File: src/amd_pkg.sv
// shared constants and types of the addressing mode decoder
package amd_pkg;
   localparam int ADDR_W = 16;
   localparam int DATA_W = 8;
   // reset value of the fetch program counter
   localparam logic [15:0] PC_RESET_VAL = 16'h0000;
   // prefix bytes
   localparam logic [7:0] PFX_Y = 8'h90; // y_swap_prefix
   localparam logic [7:0] PFX_IY = 8'h91; // y_indirect_prefix
   localparam logic [7:0] PFX_IND = 8'h92; // indirect_prefix
   // relative_invoke opcode
   localparam logic [7:0] OPC_REL_CALL = 8'had;
   // opcode high nibbles and the family each one selects
   localparam logic [3:0] NIB_BIT_JMP = 4'h0; // bit test-and-jump, short direct
   localparam logic [3:0] NIB_BIT_SET = 4'h1; // bit set/reset, short direct
   localparam logic [3:0] NIB_REL = 4'h2; // cond_relative_jump
   localparam logic [3:0] NIB_MEM_DIR = 4'h3; // short-only memory ops, direct
   localparam logic [3:0] NIB_INH_A = 4'h4; // inherent on accumulator
   localparam logic [3:0] NIB_INH_X = 4'h5; // inherent on index register
   localparam logic [3:0] NIB_MEM_IDX = 4'h6; // short-only memory ops, indexed
   localparam logic [3:0] NIB_MEM_IX0 = 4'h7; // short-only memory ops, no offset
   localparam logic [3:0] NIB_INH_8 = 4'h8; // inherent control group
   localparam logic [3:0] NIB_INH_9 = 4'h9; // inherent transfer group
   localparam logic [3:0] NIB_IMM = 4'ha;
   localparam logic [3:0] NIB_DIR_S = 4'hb;
   localparam logic [3:0] NIB_DIR_L = 4'hc;
   localparam logic [3:0] NIB_IDX_L = 4'hd;
   localparam logic [3:0] NIB_IDX_S = 4'he;
   localparam logic [3:0] NIB_IDX_0 = 4'hf;
   // addressing modes
   typedef enum logic [3:0] {
      M_INH = 4'h0,
      M_IMM = 4'h1,
      M_DIR_S = 4'h2,
      M_DIR_L = 4'h3,
      M_IDX_0 = 4'h4,
      M_IDX_S = 4'h5,
      M_IDX_L = 4'h6,
      M_IND_S = 4'h7,
      M_IND_L = 4'h8,
      M_IIX_S = 4'h9,
      M_IIX_L = 4'ha,
      M_REL_D = 4'hb,
      M_REL_I = 4'hc
   } amd_mode_t;
endpackage

File: src/amd_core.sv
// instruction fetch and effective address sequencer
//
// What this block does
// - inherent instructions are one byte, two with a prefix; no operand bytes fetched
// - inherent group: control, return, flag, stack and register-form ops
// - immediate is opcode then literal byte, for load/compare/logic/add
// - load, compare, logic, arithmetic take short and long memory forms
// - short direct: one address byte, page zero
// - long direct: two-byte address, full 64 Kbyte space
// - indexed: unsigned sum of x or y with the instruction offset
// - indexed no offset: no byte follows, index alone is the address
// - short indexed: one offset byte, sum reaches 1fe
// - long indexed: word offset plus index, full space
// - indirect: byte after opcode addresses a pointer read from memory
// - short indirect: byte pointer address, byte pointer
// - long indirect: byte pointer address, word pointer
// - indirect indexed: index plus pointer read from memory
// - short indirect indexed: byte pointer, sum reaches 1fe
// - long indirect indexed: word pointer plus index, full space
// - memory-to-memory ops take only short forms
// - relative: pc plus sign-extended 8-bit offset
// - only conditional jumps and relative call use relative mode
// - relative base pc already points at the next instruction
// - relative direct: offset follows; indirect: offset byte in memory
// - prefixes 90, 92, 91 switch to y, indirect, y indirect
`timescale 1ns/10ps
module amd_core (
   // clock, reset, enable
   input wire logic clk_i,
   input wire logic rst_n_i,
   input wire logic en_i,
   // datapath control
   input wire logic go_i,
   input wire logic pc_load_i,
   input wire logic [amd_pkg::ADDR_W-1:0] pc_value_i,
   input wire logic [amd_pkg::DATA_W-1:0] x_i,
   input wire logic [amd_pkg::DATA_W-1:0] y_i,
   // memory read bus
   output logic mem_rd_o,
   output logic [amd_pkg::ADDR_W-1:0] mem_addr_o,
   input wire logic [amd_pkg::DATA_W-1:0] mem_rdata_i,
   input wire logic mem_ack_i,
   // decode result
   output logic busy_o,
   output logic done_o,
   output logic [amd_pkg::DATA_W-1:0] opcode_o,
   output amd_pkg::amd_mode_t mode_o,
   output logic use_y_o,
   output logic illegal_o,
   output logic [amd_pkg::DATA_W-1:0] operand_o,
   output logic [amd_pkg::ADDR_W-1:0] ea_o,
   output logic [2:0] instr_len_o,
   output logic [amd_pkg::ADDR_W-1:0] pc_o
);
   import amd_pkg::*;

   typedef enum logic [5:0] {
      ST_IDLE = 6'h01,
      ST_OPC = 6'h02,
      ST_DEC = 6'h04,
      ST_OPD = 6'h08,
      ST_PTR = 6'h10,
      ST_DONE = 6'h20
   } amd_state_t;

   amd_state_t state_q;
   logic rd_q;
   logic [15:0] addr_q;
   logic cnt_q;
   logic [15:0] pc_q;
   logic [7:0] opc_q;
   logic pfx_y_q;
   logic pfx_iy_q;
   logic pfx_ind_q;
   logic [15:0] opd_q;
   logic [15:0] ptr_q;
   logic busy_q;
   logic done_q;
   logic [7:0] opcode_q;
   amd_mode_t mode_q;
   logic use_y_q;
   logic ill_q;
   logic [7:0] operand_q;
   logic [15:0] ea_q;
   logic [2:0] len_q;
   logic [15:0] pc_out_q;

   logic take;
   logic is_pfx;
   logic pfx_any;
   amd_mode_t dec_mode;
   logic dec_use_y;
   logic dec_ill;
   logic [1:0] opd_n;
   logic [1:0] ptr_n;
   logic [15:0] ea;

   // a byte is accepted when a request is open and acknowledged
   assign take = rd_q & mem_ack_i;
   assign is_pfx = (mem_rdata_i == PFX_Y) | (mem_rdata_i == PFX_IY)
                   | (mem_rdata_i == PFX_IND);
   assign pfx_any = pfx_y_q | pfx_iy_q | pfx_ind_q;

   // opcode table
   amd_opcode_dec u_dec (
      .opcode_i (opc_q),
      .pfx_y_i (pfx_y_q),
      .pfx_iy_i (pfx_iy_q),
      .pfx_ind_i (pfx_ind_q),
      .mode_o (dec_mode),
      .use_y_o (dec_use_y),
      .illegal_o (dec_ill),
      .opd_n_o (opd_n),
      .ptr_n_o (ptr_n)
   );

   // address arithmetic; pc_q already points past the instruction
   amd_ea_calc u_ea (
      .mode_i (dec_mode),
      .opd_i (opd_q),
      .ptr_i (ptr_q),
      .idx_i (dec_use_y ? y_i : x_i),
      .pc_i (pc_q),
      .ea_o (ea)
   );

   // sequencer and memory request
   always_ff @(posedge clk_i)
   begin
      if (!rst_n_i)
      begin
         state_q <= ST_IDLE;
         rd_q <= 1'b0;
         addr_q <= PC_RESET_VAL;
         cnt_q <= 1'b0;
      end
      else if (en_i)
      begin
         case (state_q)
            ST_IDLE:
               if (go_i && !pc_load_i)
               begin
                  state_q <= ST_OPC;
                  rd_q <= 1'b1;
                  addr_q <= pc_q;
               end
            ST_OPC:
               if (take)
               begin
                  addr_q <= pc_q + 16'h0001;
                  if (!(is_pfx && !pfx_any))
                  begin
                     state_q <= ST_DEC; // prefix keeps the request open
                     rd_q <= 1'b0;
                  end
               end
            ST_DEC:
               if (opd_n != 2'd0)
               begin
                  state_q <= ST_OPD;
                  rd_q <= 1'b1;
                  cnt_q <= (opd_n == 2'd2);
               end
               else
                  state_q <= ST_DONE;
            ST_OPD:
               if (take)
               begin
                  if (cnt_q)
                  begin
                     cnt_q <= 1'b0;
                     addr_q <= pc_q + 16'h0001;
                  end
                  else if (ptr_n != 2'd0)
                  begin
                     state_q <= ST_PTR;
                     addr_q <= {8'h00, mem_rdata_i};
                     cnt_q <= (ptr_n == 2'd2);
                  end
                  else
                  begin
                     state_q <= ST_DONE;
                     rd_q <= 1'b0;
                  end
               end
            ST_PTR:
               if (take)
               begin
                  if (cnt_q)
                  begin
                     cnt_q <= 1'b0;
                     addr_q <= addr_q + 16'h0001;
                  end
                  else
                  begin
                     state_q <= ST_DONE;
                     rd_q <= 1'b0;
                  end
               end
            ST_DONE:
               state_q <= ST_IDLE;
            default:
            begin
               state_q <= ST_IDLE;
               rd_q <= 1'b0;
            end
         endcase
      end
   end

   // program counter, advanced by each instruction byte only
   always_ff @(posedge clk_i)
   begin
      if (!rst_n_i)
         pc_q <= PC_RESET_VAL;
      else if (en_i)
      begin
         if (state_q == ST_IDLE && pc_load_i)
            pc_q <= pc_value_i;
         else if (take && (state_q == ST_OPC || state_q == ST_OPD))
            pc_q <= pc_q + 16'h0001;
      end
   end

   // opcode, prefix and operand capture
   always_ff @(posedge clk_i)
   begin
      if (!rst_n_i)
      begin
         opc_q <= 8'h00;
         pfx_y_q <= 1'b0;
         pfx_iy_q <= 1'b0;
         pfx_ind_q <= 1'b0;
         opd_q <= 16'h0000;
         ptr_q <= 16'h0000;
      end
      else if (en_i)
      begin
         if (state_q == ST_IDLE && go_i && !pc_load_i)
         begin
            pfx_y_q <= 1'b0;
            pfx_iy_q <= 1'b0;
            pfx_ind_q <= 1'b0;
            opd_q <= 16'h0000;
            ptr_q <= 16'h0000;
         end
         else if (take && state_q == ST_OPC)
         begin
            if (is_pfx && !pfx_any)
            begin
               pfx_y_q <= (mem_rdata_i == PFX_Y);
               pfx_iy_q <= (mem_rdata_i == PFX_IY);
               pfx_ind_q <= (mem_rdata_i == PFX_IND);
            end
            else
               opc_q <= mem_rdata_i;
         end
         else if (take && state_q == ST_OPD)
            opd_q <= {opd_q[7:0], mem_rdata_i};
         else if (take && state_q == ST_PTR)
            ptr_q <= {ptr_q[7:0], mem_rdata_i};
      end
   end

   // busy flag and result registers
   always_ff @(posedge clk_i)
   begin
      if (!rst_n_i)
      begin
         busy_q <= 1'b0;
         done_q <= 1'b0;
         opcode_q <= 8'h00;
         mode_q <= M_INH;
         use_y_q <= 1'b0;
         ill_q <= 1'b0;
         operand_q <= 8'h00;
         ea_q <= 16'h0000;
         len_q <= 3'd0;
         pc_out_q <= PC_RESET_VAL;
      end
      else if (en_i)
      begin
         done_q <= (state_q == ST_DONE);
         if (state_q == ST_IDLE && go_i && !pc_load_i)
            busy_q <= 1'b1;
         else if (state_q == ST_DONE)
            busy_q <= 1'b0;
         if (state_q == ST_DONE)
         begin
            opcode_q <= opc_q;
            mode_q <= dec_mode;
            use_y_q <= dec_use_y;
            ill_q <= dec_ill;
            operand_q <= opd_q[7:0];
            ea_q <= (dec_mode == M_IMM || dec_mode == M_INH) ? 16'h0000 : ea;
            len_q <= {2'b00, pfx_any} + 3'd1 + {1'b0, opd_n};
            pc_out_q <= pc_q;
         end
      end
   end

   // outputs straight from flip-flops
   assign mem_rd_o = rd_q;
   assign mem_addr_o = addr_q;
   assign busy_o = busy_q;
   assign done_o = done_q;
   assign opcode_o = opcode_q;
   assign mode_o = mode_q;
   assign use_y_o = use_y_q;
   assign illegal_o = ill_q;
   assign operand_o = operand_q;
   assign ea_o = ea_q;
   assign instr_len_o = len_q;
   assign pc_o = pc_out_q;
endmodule

File: src/amd_opcode_dec.sv
// opcode and prefix to addressing mode table
`timescale 1ns/10ps
module amd_opcode_dec (
   // opcode and prefix seen before it
   input wire logic [7:0] opcode_i,
   input wire logic pfx_y_i,
   input wire logic pfx_iy_i,
   input wire logic pfx_ind_i,
   // decoded mode
   output amd_pkg::amd_mode_t mode_o,
   output logic use_y_o,
   output logic illegal_o,
   output logic [1:0] opd_n_o,
   output logic [1:0] ptr_n_o
);
   import amd_pkg::*;

   logic ind;
   logic [3:0] nib;
   assign nib = opcode_i[7:4];
   assign ind = pfx_ind_i | pfx_iy_i;

   // family per nibble, then prefix conversion
   always_comb
   begin
      mode_o = M_INH;
      illegal_o = 1'b0;
      use_y_o = pfx_y_i | pfx_iy_i;
      case (nib)
         NIB_BIT_JMP, NIB_BIT_SET, NIB_MEM_DIR, NIB_DIR_S:
            mode_o = pfx_ind_i ? M_IND_S : M_DIR_S;
         NIB_DIR_L:
            mode_o = pfx_ind_i ? M_IND_L : M_DIR_L;
         NIB_REL:
            mode_o = pfx_ind_i ? M_REL_I : M_REL_D;
         NIB_MEM_IDX, NIB_IDX_S:
            mode_o = ind ? M_IIX_S : M_IDX_S;
         NIB_IDX_L:
            mode_o = ind ? M_IIX_L : M_IDX_L;
         NIB_MEM_IX0, NIB_IDX_0:
            mode_o = M_IDX_0;
         NIB_IMM:
            mode_o = (opcode_i == OPC_REL_CALL) ? (pfx_ind_i ? M_REL_I : M_REL_D)
                                                 : M_IMM;
         default:
            mode_o = M_INH;
      endcase
      // prefix legality
      if (pfx_iy_i && !(nib == NIB_MEM_IDX || nib == NIB_IDX_S || nib == NIB_IDX_L))
         illegal_o = 1'b1;
      if (pfx_ind_i && (mode_o == M_INH || mode_o == M_IMM || mode_o == M_IDX_0))
         illegal_o = 1'b1;
      if (pfx_y_i && (nib == NIB_BIT_JMP || nib == NIB_BIT_SET || nib == NIB_REL
                      || nib == NIB_MEM_DIR))
         illegal_o = 1'b1;
      if (opcode_i == PFX_Y || opcode_i == PFX_IY || opcode_i == PFX_IND)
         illegal_o = 1'b1; // a second prefix
   end

   // bytes after the opcode and pointer bytes read
   always_comb
   begin
      opd_n_o = 2'd0;
      ptr_n_o = 2'd0;
      case (mode_o)
         M_IMM, M_DIR_S, M_IDX_S, M_REL_D: opd_n_o = 2'd1;
         M_DIR_L, M_IDX_L: opd_n_o = 2'd2;
         M_IND_S, M_IIX_S, M_REL_I:
         begin
            opd_n_o = 2'd1;
            ptr_n_o = 2'd1;
         end
         M_IND_L, M_IIX_L:
         begin
            opd_n_o = 2'd1;
            ptr_n_o = 2'd2;
         end
         default: opd_n_o = 2'd0;
      endcase
      if (illegal_o)
      begin
         opd_n_o = 2'd0;
         ptr_n_o = 2'd0;
      end
   end
endmodule

File: src/amd_ea_calc.sv
// effective address and branch target arithmetic
`timescale 1ns/10ps
module amd_ea_calc (
   // operands
   input amd_pkg::amd_mode_t mode_i,
   input wire logic [15:0] opd_i,
   input wire logic [15:0] ptr_i,
   input wire logic [7:0] idx_i,
   input wire logic [15:0] pc_i,
   // result
   output logic [15:0] ea_o
);
   import amd_pkg::*;

   logic [15:0] idx_w;
   assign idx_w = {8'h00, idx_i};

   // unsigned index sums; short forms carry into bit 8
   always_comb
   begin
      case (mode_i)
         M_DIR_S, M_DIR_L: ea_o = opd_i;
         M_IDX_0: ea_o = idx_w;
         M_IDX_S, M_IDX_L: ea_o = opd_i + idx_w;
         M_IND_S, M_IND_L: ea_o = ptr_i;
         M_IIX_S, M_IIX_L: ea_o = ptr_i + idx_w;
         M_REL_D: ea_o = pc_i + {{8{opd_i[7]}}, opd_i[7:0]};
         M_REL_I: ea_o = pc_i + {{8{ptr_i[7]}}, ptr_i[7:0]};
         default: ea_o = 16'h0000;
      endcase
   end
endmodule

File: config.mk
export PLATFORM = sky130hd
export DESIGN_NAME = amd_core
export DESIGN_NICKNAME = d
export VERILOG_FILES = /design/src/amd_pkg.sv /design/src/amd_core.sv /design/src/amd_opcode_dec.sv /design/src/amd_ea_calc.sv
export SDC_FILE = /design/constraint.sdc
export NUM_CORES = 1
export LEC_CHECK = 0
export CORE_MARGIN = 2
export CORE_UTILIZATION = 35
export CTS_BUF_LIST = sky130_fd_sc_hd__clkbuf_8
export CTS_CLUSTER_SIZE = 8
export DETAILED_ROUTE_END_ITERATION = 10
export DONT_BUFFER_PORTS = 1
export SYNTH_ARGS = -nofsm -noshare
export SYNTH_HDL_FRONTEND = slang
export SYNTH_SLANG_ARGS = --single-unit
export TNS_END_PERCENT = 100
File: constraint.sdc
create_clock -name clk_i -period 3.6 [get_ports clk_i]
set_input_delay 0.18 -clock clk_i [delete_from_list [all_inputs] [get_ports clk_i]]
set_output_delay 0.18 -clock clk_i [all_outputs]
set_load 0.01 [all_outputs]
# Yosys cells after proc, flatten, opt, wreduce, memory -nomap -nowiden
# Cells that the tools add are included.
dict set report totals {
  reg_bits 142
  in_bits 46
  output_inout_bits 76
  elab_cells 220
}
dict set report op_classes {
  add_sub_neg 8
  n_eq_ne 51
  mux 72
  bitwise 9
  n_reduce_logical 59
}
# op n
set op_table {}
lappend op_table {{16-bit 2-to-1 mux} 17}
lappend op_table {{16-bit one-hot mux with 7 select lines} 1}
lappend op_table {{16-bit one-hot mux with 4 select lines} 1}
lappend op_table {{8-bit == test, second input constant} 7}
lappend op_table {{6-bit 2-to-1 mux} 9}
lappend op_table {{4-bit == test, second input constant} 11}
lappend op_table {{16-bit by 1-bit adder with 16-bit output, second input constant} 2}
lappend op_table {{16-bit adder} 2}
lappend op_table {{16-bit by 8-bit adder with 16-bit output} 2}
lappend op_table {{6-bit one-hot mux with 5 select lines} 1}
lappend op_table {{1-bit 2-to-1 mux} 29}
lappend op_table {{4-bit one-hot mux with 7 select lines} 1}
lappend op_table {{4-bit by 3-bit == test with 1-bit output, second input constant} 6}
lappend op_table {{2-bit inequality test, second input constant} 10}
lappend op_table {{4-bit by 2-bit == test with 1-bit output, second input constant} 4}
lappend op_table {{4-bit 2-to-1 mux} 4}
lappend op_table {{8-bit AND reduction} 2}
lappend op_table {{2-bit nonzero test} 8}
lappend op_table {{2-bit OR reduction} 8}
lappend op_table {{1-bit logical AND} 12}
lappend op_table {{11-bit AND reduction} 1}
lappend op_table {{1-bit logical OR} 10}
lappend op_table {{9-bit OR reduction} 1}
lappend op_table {{4-bit by 1-bit == test with 1-bit output, second input constant} 2}
lappend op_table {{other kinds (30)} 48}

# Longest topological paths before layout
dict set report depth {
  word_depth 16
  mapped_depth 19
  depth_no_buf 15
}

# By module
# A second synthesis with hierarchy kept.
dict set report unflattened {
  hier_cells 1176
  hier_area_um2 9297.7
}
# module n_inst cells_per_inst area_per_inst_um2 seq_area_each_um2
set by_module_without_submodules {}
lappend by_module_without_submodules {amd_core 1 858 6894.1 2842.7}
lappend by_module_without_submodules {amd_ea_calc 1 251 1961.9 0.0}
lappend by_module_without_submodules {amd_opcode_dec 1 67 441.7 0.0}

# Worst setup path before layout
# No wires, ideal clock.
dict set report synth_timing {
  path_kind {flip-flop to flip-flop}
  from {register opc_q[1]}
  to {register ea_q[12], in the netlist ea_o[12]}
  arrival_time_ps 3658
  t_required_ps 3466
  setup_slack_ps -192
  path_stages_with_launch 18
  synth_period_minus_slack_ps 3792
  cell_sequence {dfxtp_1 -> nand4b_2 -> a211o_1 -> nand2_1 -> nand3_2 -> buf_4 -> buf_2 -> mux2_2 -> ha_1 -> fa_1 -> nand3_1 -> a21oi_1 -> o41a_1 -> nand3_1 -> xor2_1 -> nand2_1 -> o211ai_1 -> a31oi_1}
}
dict set report synth_via {
  elab_chain_cells 7
}
# item line_no
set synth_rtl {}
lappend synth_rtl {{start, declared} amd_core.sv:71} ;# logic [7:0] opc_q;
lappend synth_rtl {{start signal, assigned} amd_core.sv:256} ;# opc_q <= mem_rdata_i;
lappend synth_rtl {{8-bit == test (*)} amd_opcode_dec.sv:43} ;# mode_o = (opcode_i == OPC_REL_CALL) ? (pfx_ind_i ? M_REL_I : M_REL_D)
lappend synth_rtl {{4-bit 2-to-1 mux (*)} amd_opcode_dec.sv:43}
lappend synth_rtl {{4-bit one-hot mux with 7 select lines (*)} amd_opcode_dec.sv:29} ;# case (nib)
lappend synth_rtl {{4-bit == test (tied with other cells)} amd_ea_calc.sv:21} ;# case (mode_i)
lappend synth_rtl {{2-bit OR reduction} amd_ea_calc.sv:21}
lappend synth_rtl {{16-bit one-hot mux with 7 select lines} amd_ea_calc.sv:21}
lappend synth_rtl {{16-bit 2-to-1 mux (*)} amd_core.sv:295} ;# ea_q <= (dec_mode == M_IMM || dec_mode == M_INH) ? 16'h0000 : ea;
lappend synth_rtl {{end signal, assigned} amd_core.sv:295}
lappend synth_rtl {{end, declared} amd_core.sv:84} ;# logic [15:0] ea_q;
# Mark *: on every way between the ends. The rest lies on a longest branch, timed or not.
# A chain may end at the register's enable or synchronous reset.

# Final worst setup path
dict set report layout_timing {
  from {register opc_q[2]}
  to {register ea_q[12], in the netlist ea_o[12]}
}
# Same word-level chain as after synthesis.

==> results.md <==
- Ordered list of cells on the worst path: buf_6 -> and4b_2 -> o311ai_4 -> and2_4 -> nand3_4 -> mux2_4 -> ha_4 -> fa_2 -> nand3_2 -> a21oi_2 -> o41a_1 -> nand3_1 -> xor2_1 -> nand2_1 -> o211ai_1 -> a31oi_1
- Total vias in the final route: a little under 9000
- Syn. warnings: 0
- Most common cell after layout, fill and taps aside: sky130_fd_sc_hd__nand2_1
- Leading register cell type out of synthesis: sky130_fd_sc_hd__dfxtp_1
- Cell family with the largest share of critical-path delay: compound AO/OA/AOI/OAI gates
- Global-route wire length before repair: roughly 47 mm
- Initial antenna violation count: 1
- Crit path buffers/inverters: 1
- Overall fraction of global-route tracks in use: 0.226
- Critical Path Max Stage Delay: 0.50 ns
- Final Max Tran Viols: 0
- VDD IR max: about 0.20 mV
- Remaining global-route overflow: 0
- Effective utilization at floorplan: 0.353
- Fill cells: between 2000 and 3000
- Post-Place Cells: ~1500
- CP arrival: between 3 and 4 ns
- Clock tree from TritonCTS: yes
- Die width: 163 µm
- Total half-perimeter wirelength after legalization and detailed placement: about 21 mm
- Area added between synthesis and finish: 14.3%
- Drt pass-1 iters: 6
- Slowest CP cell: sky130_fd_sc_hd__o41a_1
- EDFF count, synth: 0
- Status: complete, no violations
- PortBufs: 0
- Max_cap viols: 0
- GPL Wtd Cong: between 0.9 and 1
- Post-route non-filler standard cell count: between 1500 and 2000
- Endpoints failing setup: 0
- Sequential-to-total area share from yosys stat: 0.322
- Synth Area in Adders: 0.0457
- Worst hold slack: around 0.022 ns
- Post-synthesis instance area: 8820 µm²
- Highest fanout seen on the critical path: 7
- Count of state elements after synthesis: roughly 140
- Site Rows: just under 60
- Height of the die: 163 µm
- Wire length reported by the detailed router: between 30 and 40 mm
- Leakage power: about 3.6 nW
- Final Hold Vio Count: 0
- Logic depth of the worst path, buffers included: 16
- Number of global-route vias before repair: ~8000
- Final Cycle Share: 0.992
- Total CTS buffers: 17
- Class of the tightest hold or removal check: primary input to flop
- Synth async-reset ratio: 0
- Required arrival time at the worst endpoint: 3.95 ns
- Synthesized-area fraction occupied by ao, oa, aoi and oai cells: 0.244
- Power after layout: 3.14 mW
- Pin count of the biggest net entering global routing: 67
- Most frequent cells in the layout: sky130_fd_sc_hd__nand2_1, sky130_fd_sc_hd__dfxtp_1, sky130_fd_sc_hd__a21oi_1
- Number of cells on the worst reg-to-reg path: 16
- Post-Syn Nets: about 1200
- CTS root buffer: sky130_fd_sc_hd__clkbuf_8
- Tightest Pin Transition: around 1.1 ns
- Post-route ant nets: 0
- Multiplexer fraction of the synthesized cell area: 0.0480
- Setup Crit Path Kind: flop to flop
- Initial DRC Count: just over 1000
- RSZ-0062 raised after global routing: true
- Fmax: 280 MHz
- Kind of capture point of the worst setup path: flop
- Simple-Gate Fraction of Synth Area: 0.247
- Critical path launch point type: flop
- Final routed DRC violation total: 0
- Count of distinct cell types in the synthesized netlist: 78
- Top-Level Pins: around 120
- Register-to-register path setup slack: ~0.028 ns
- Cell count after synthesis: roughly 1200
- Aggregate negative setup slack: 0 ns
- Per-cell routed wire length: between 15 and 20 µm
- Level count of the clock H-tree: 4
- Relative slew slack: 0.261
- Clk sinks: roughly 140
- Clock period minus final worst setup slack: roughly 3.6 ns
- Main combinational cell family by area after synthesis: simple AND/OR/NAND/NOR gates
- Routed via count divided by cell count: 5.80
- Maximum number of buffers from clock root to sink: 2
- Clock network latency to the later pin of the worst-skew pair: around 0.47 ns
- Xor and xnor fraction of the mapped netlist area: 0.0443
- Fraction of layout instances using a drive strength above 1: 0.139
- Clock input transition at the sequential cells of the worst setup and hold paths: around 0.10 ns
- Die area: ~26000 µm²
- Avg Synthesized Cell Area: approximately 7.6 µm²
- Setup clock skew after layout: between 0.015 and 0.02 ns
- Antenna diode instance count: 0
- Power density over cell area: 311 nW/µm²
- CORE AREA: 25000 µm²
- Final layout net count: 1251
- Hold Path Cell Cnt: 3
## sequential cells by signal, summed over array words and instances, names as in the netlist
register / cells
pc_o: 16
opd_q: 16
operand_o: 8
mem_addr_o: 16
instr_len_o: 3
mem_rd_o: 1
opcode_o: 8
use_y_o: 1
ea_o: 16
opc_q: 8
illegal_o: 1
done_o: 1
pfx_y_q: 1
busy_o: 1
mode_o: 4
cnt_q: 1
pc_q: 16
state_q: 6
ptr_q: 16
pfx_ind_q: 1
pfx_iy_q: 1
## metal layers
metal  vias to the layer above  track usage  part of all wire
li1                       4212            -                 -
met1                      4189        0.304              0.43
met2                       357        0.352              0.45
met3                        37       0.0629             0.091
met4                         2       0.0728             0.023
met5                         -            0           0.00043
## stage by stage
stage | utilization | setup slack [ns] | area (µm²)
floorplan | - | 0.0424 | 8860
global placement | 0.374 | 0.0977 | 9330
detailed placement | 0.374 | 0.00291 | 9330
CTS | 0.397 | 0.00560 | 9910
global route | 0.404 | -0.0903 | 10100
finish | 0.404 | 0.0284 | 10100
## where the power goes
part / switching [mW] / internal [mW]
clock network: 0.686 / 0.582
logic: 0.160 / 0.0920
registers: 0.0334 / 1.58
## layout make-up
type,instances,area [µm²],area share
clock buffers,19,262,0.0259
flip-flops and latches,142,2850,0.283
clock inverters,13,113,0.0112
multi-input cells,910,5660,0.562
well taps,330,413,0.0410
inverters,23,87.6,0.00869
repair buffers,80,692,0.0687
## worst min-delay path, stage by stage
cell	delay, ns
sky130_fd_sc_hd__a21oi_1	0.04
sky130_fd_sc_hd__o21ai_0	0.13
sky130_fd_sc_hd__and2_1	0.11
## cell usage after synthesis (all sizes together), types with 13 or more instances
master | number | share of area
a21oi | 127 | 0.073
o21ai | 74 | 0.042
nand3 | 72 | 0.041
inv | 23 | 0.0098
nand2 | 188 | 0.080
and2 | 13 | 0.0092
a211oi | 19 | 0.018
a31oi | 15 | 0.011
dfxtp | 142 | 0.32
and3 | 19 | 0.013
buf | 27 | 0.018
mux2i | 13 | 0.015
ha | 29 | 0.041
xor2 | 18 | 0.018
mux2 | 26 | 0.033
xnor2 | 24 | 0.024
nor3 | 24 | 0.014
nor2 | 93 | 0.040
clkbuf | 51 | 0.022
## path summary, 6_finish.rpt
kind / from / endpoint
setup / recovery: opc_q[2]$_SDFFE_PN0P_ / ea_o[12]$_SDFFE_PN0P_
hold reg to reg: pc_o[12]$_SDFFE_PN0P_ / pc_o[12]$_SDFFE_PN0P_
hold / removal: pc_value_i[4] / pc_q[4]$_SDFFE_PN0P_
setup reg to reg: opc_q[2]$_SDFFE_PN0P_ / ea_o[12]$_SDFFE_PN0P_
## kinds of logic after synthesis
group                      after synthesis
muxes                                   39
AOI/OAI and AO/OA                      337
buffers and inverters                  101
xor gates and xnor gates                43
and+or+nand+nor                        460
adders and majority gates               31
DFF                                    142
## timing repair
| item | in CTS | in global routing |
|---|---|---|
| hold endpoints to repair | 61 | 0 |
| setup endpoints to repair | 0 | 8 |
| hold buffers | 20 | 0 |
| gates resized for setup | 0 | 29 |
| setup buffers | 0 | 7 |
Note: power is estimated with default switching activity, not from simulation.
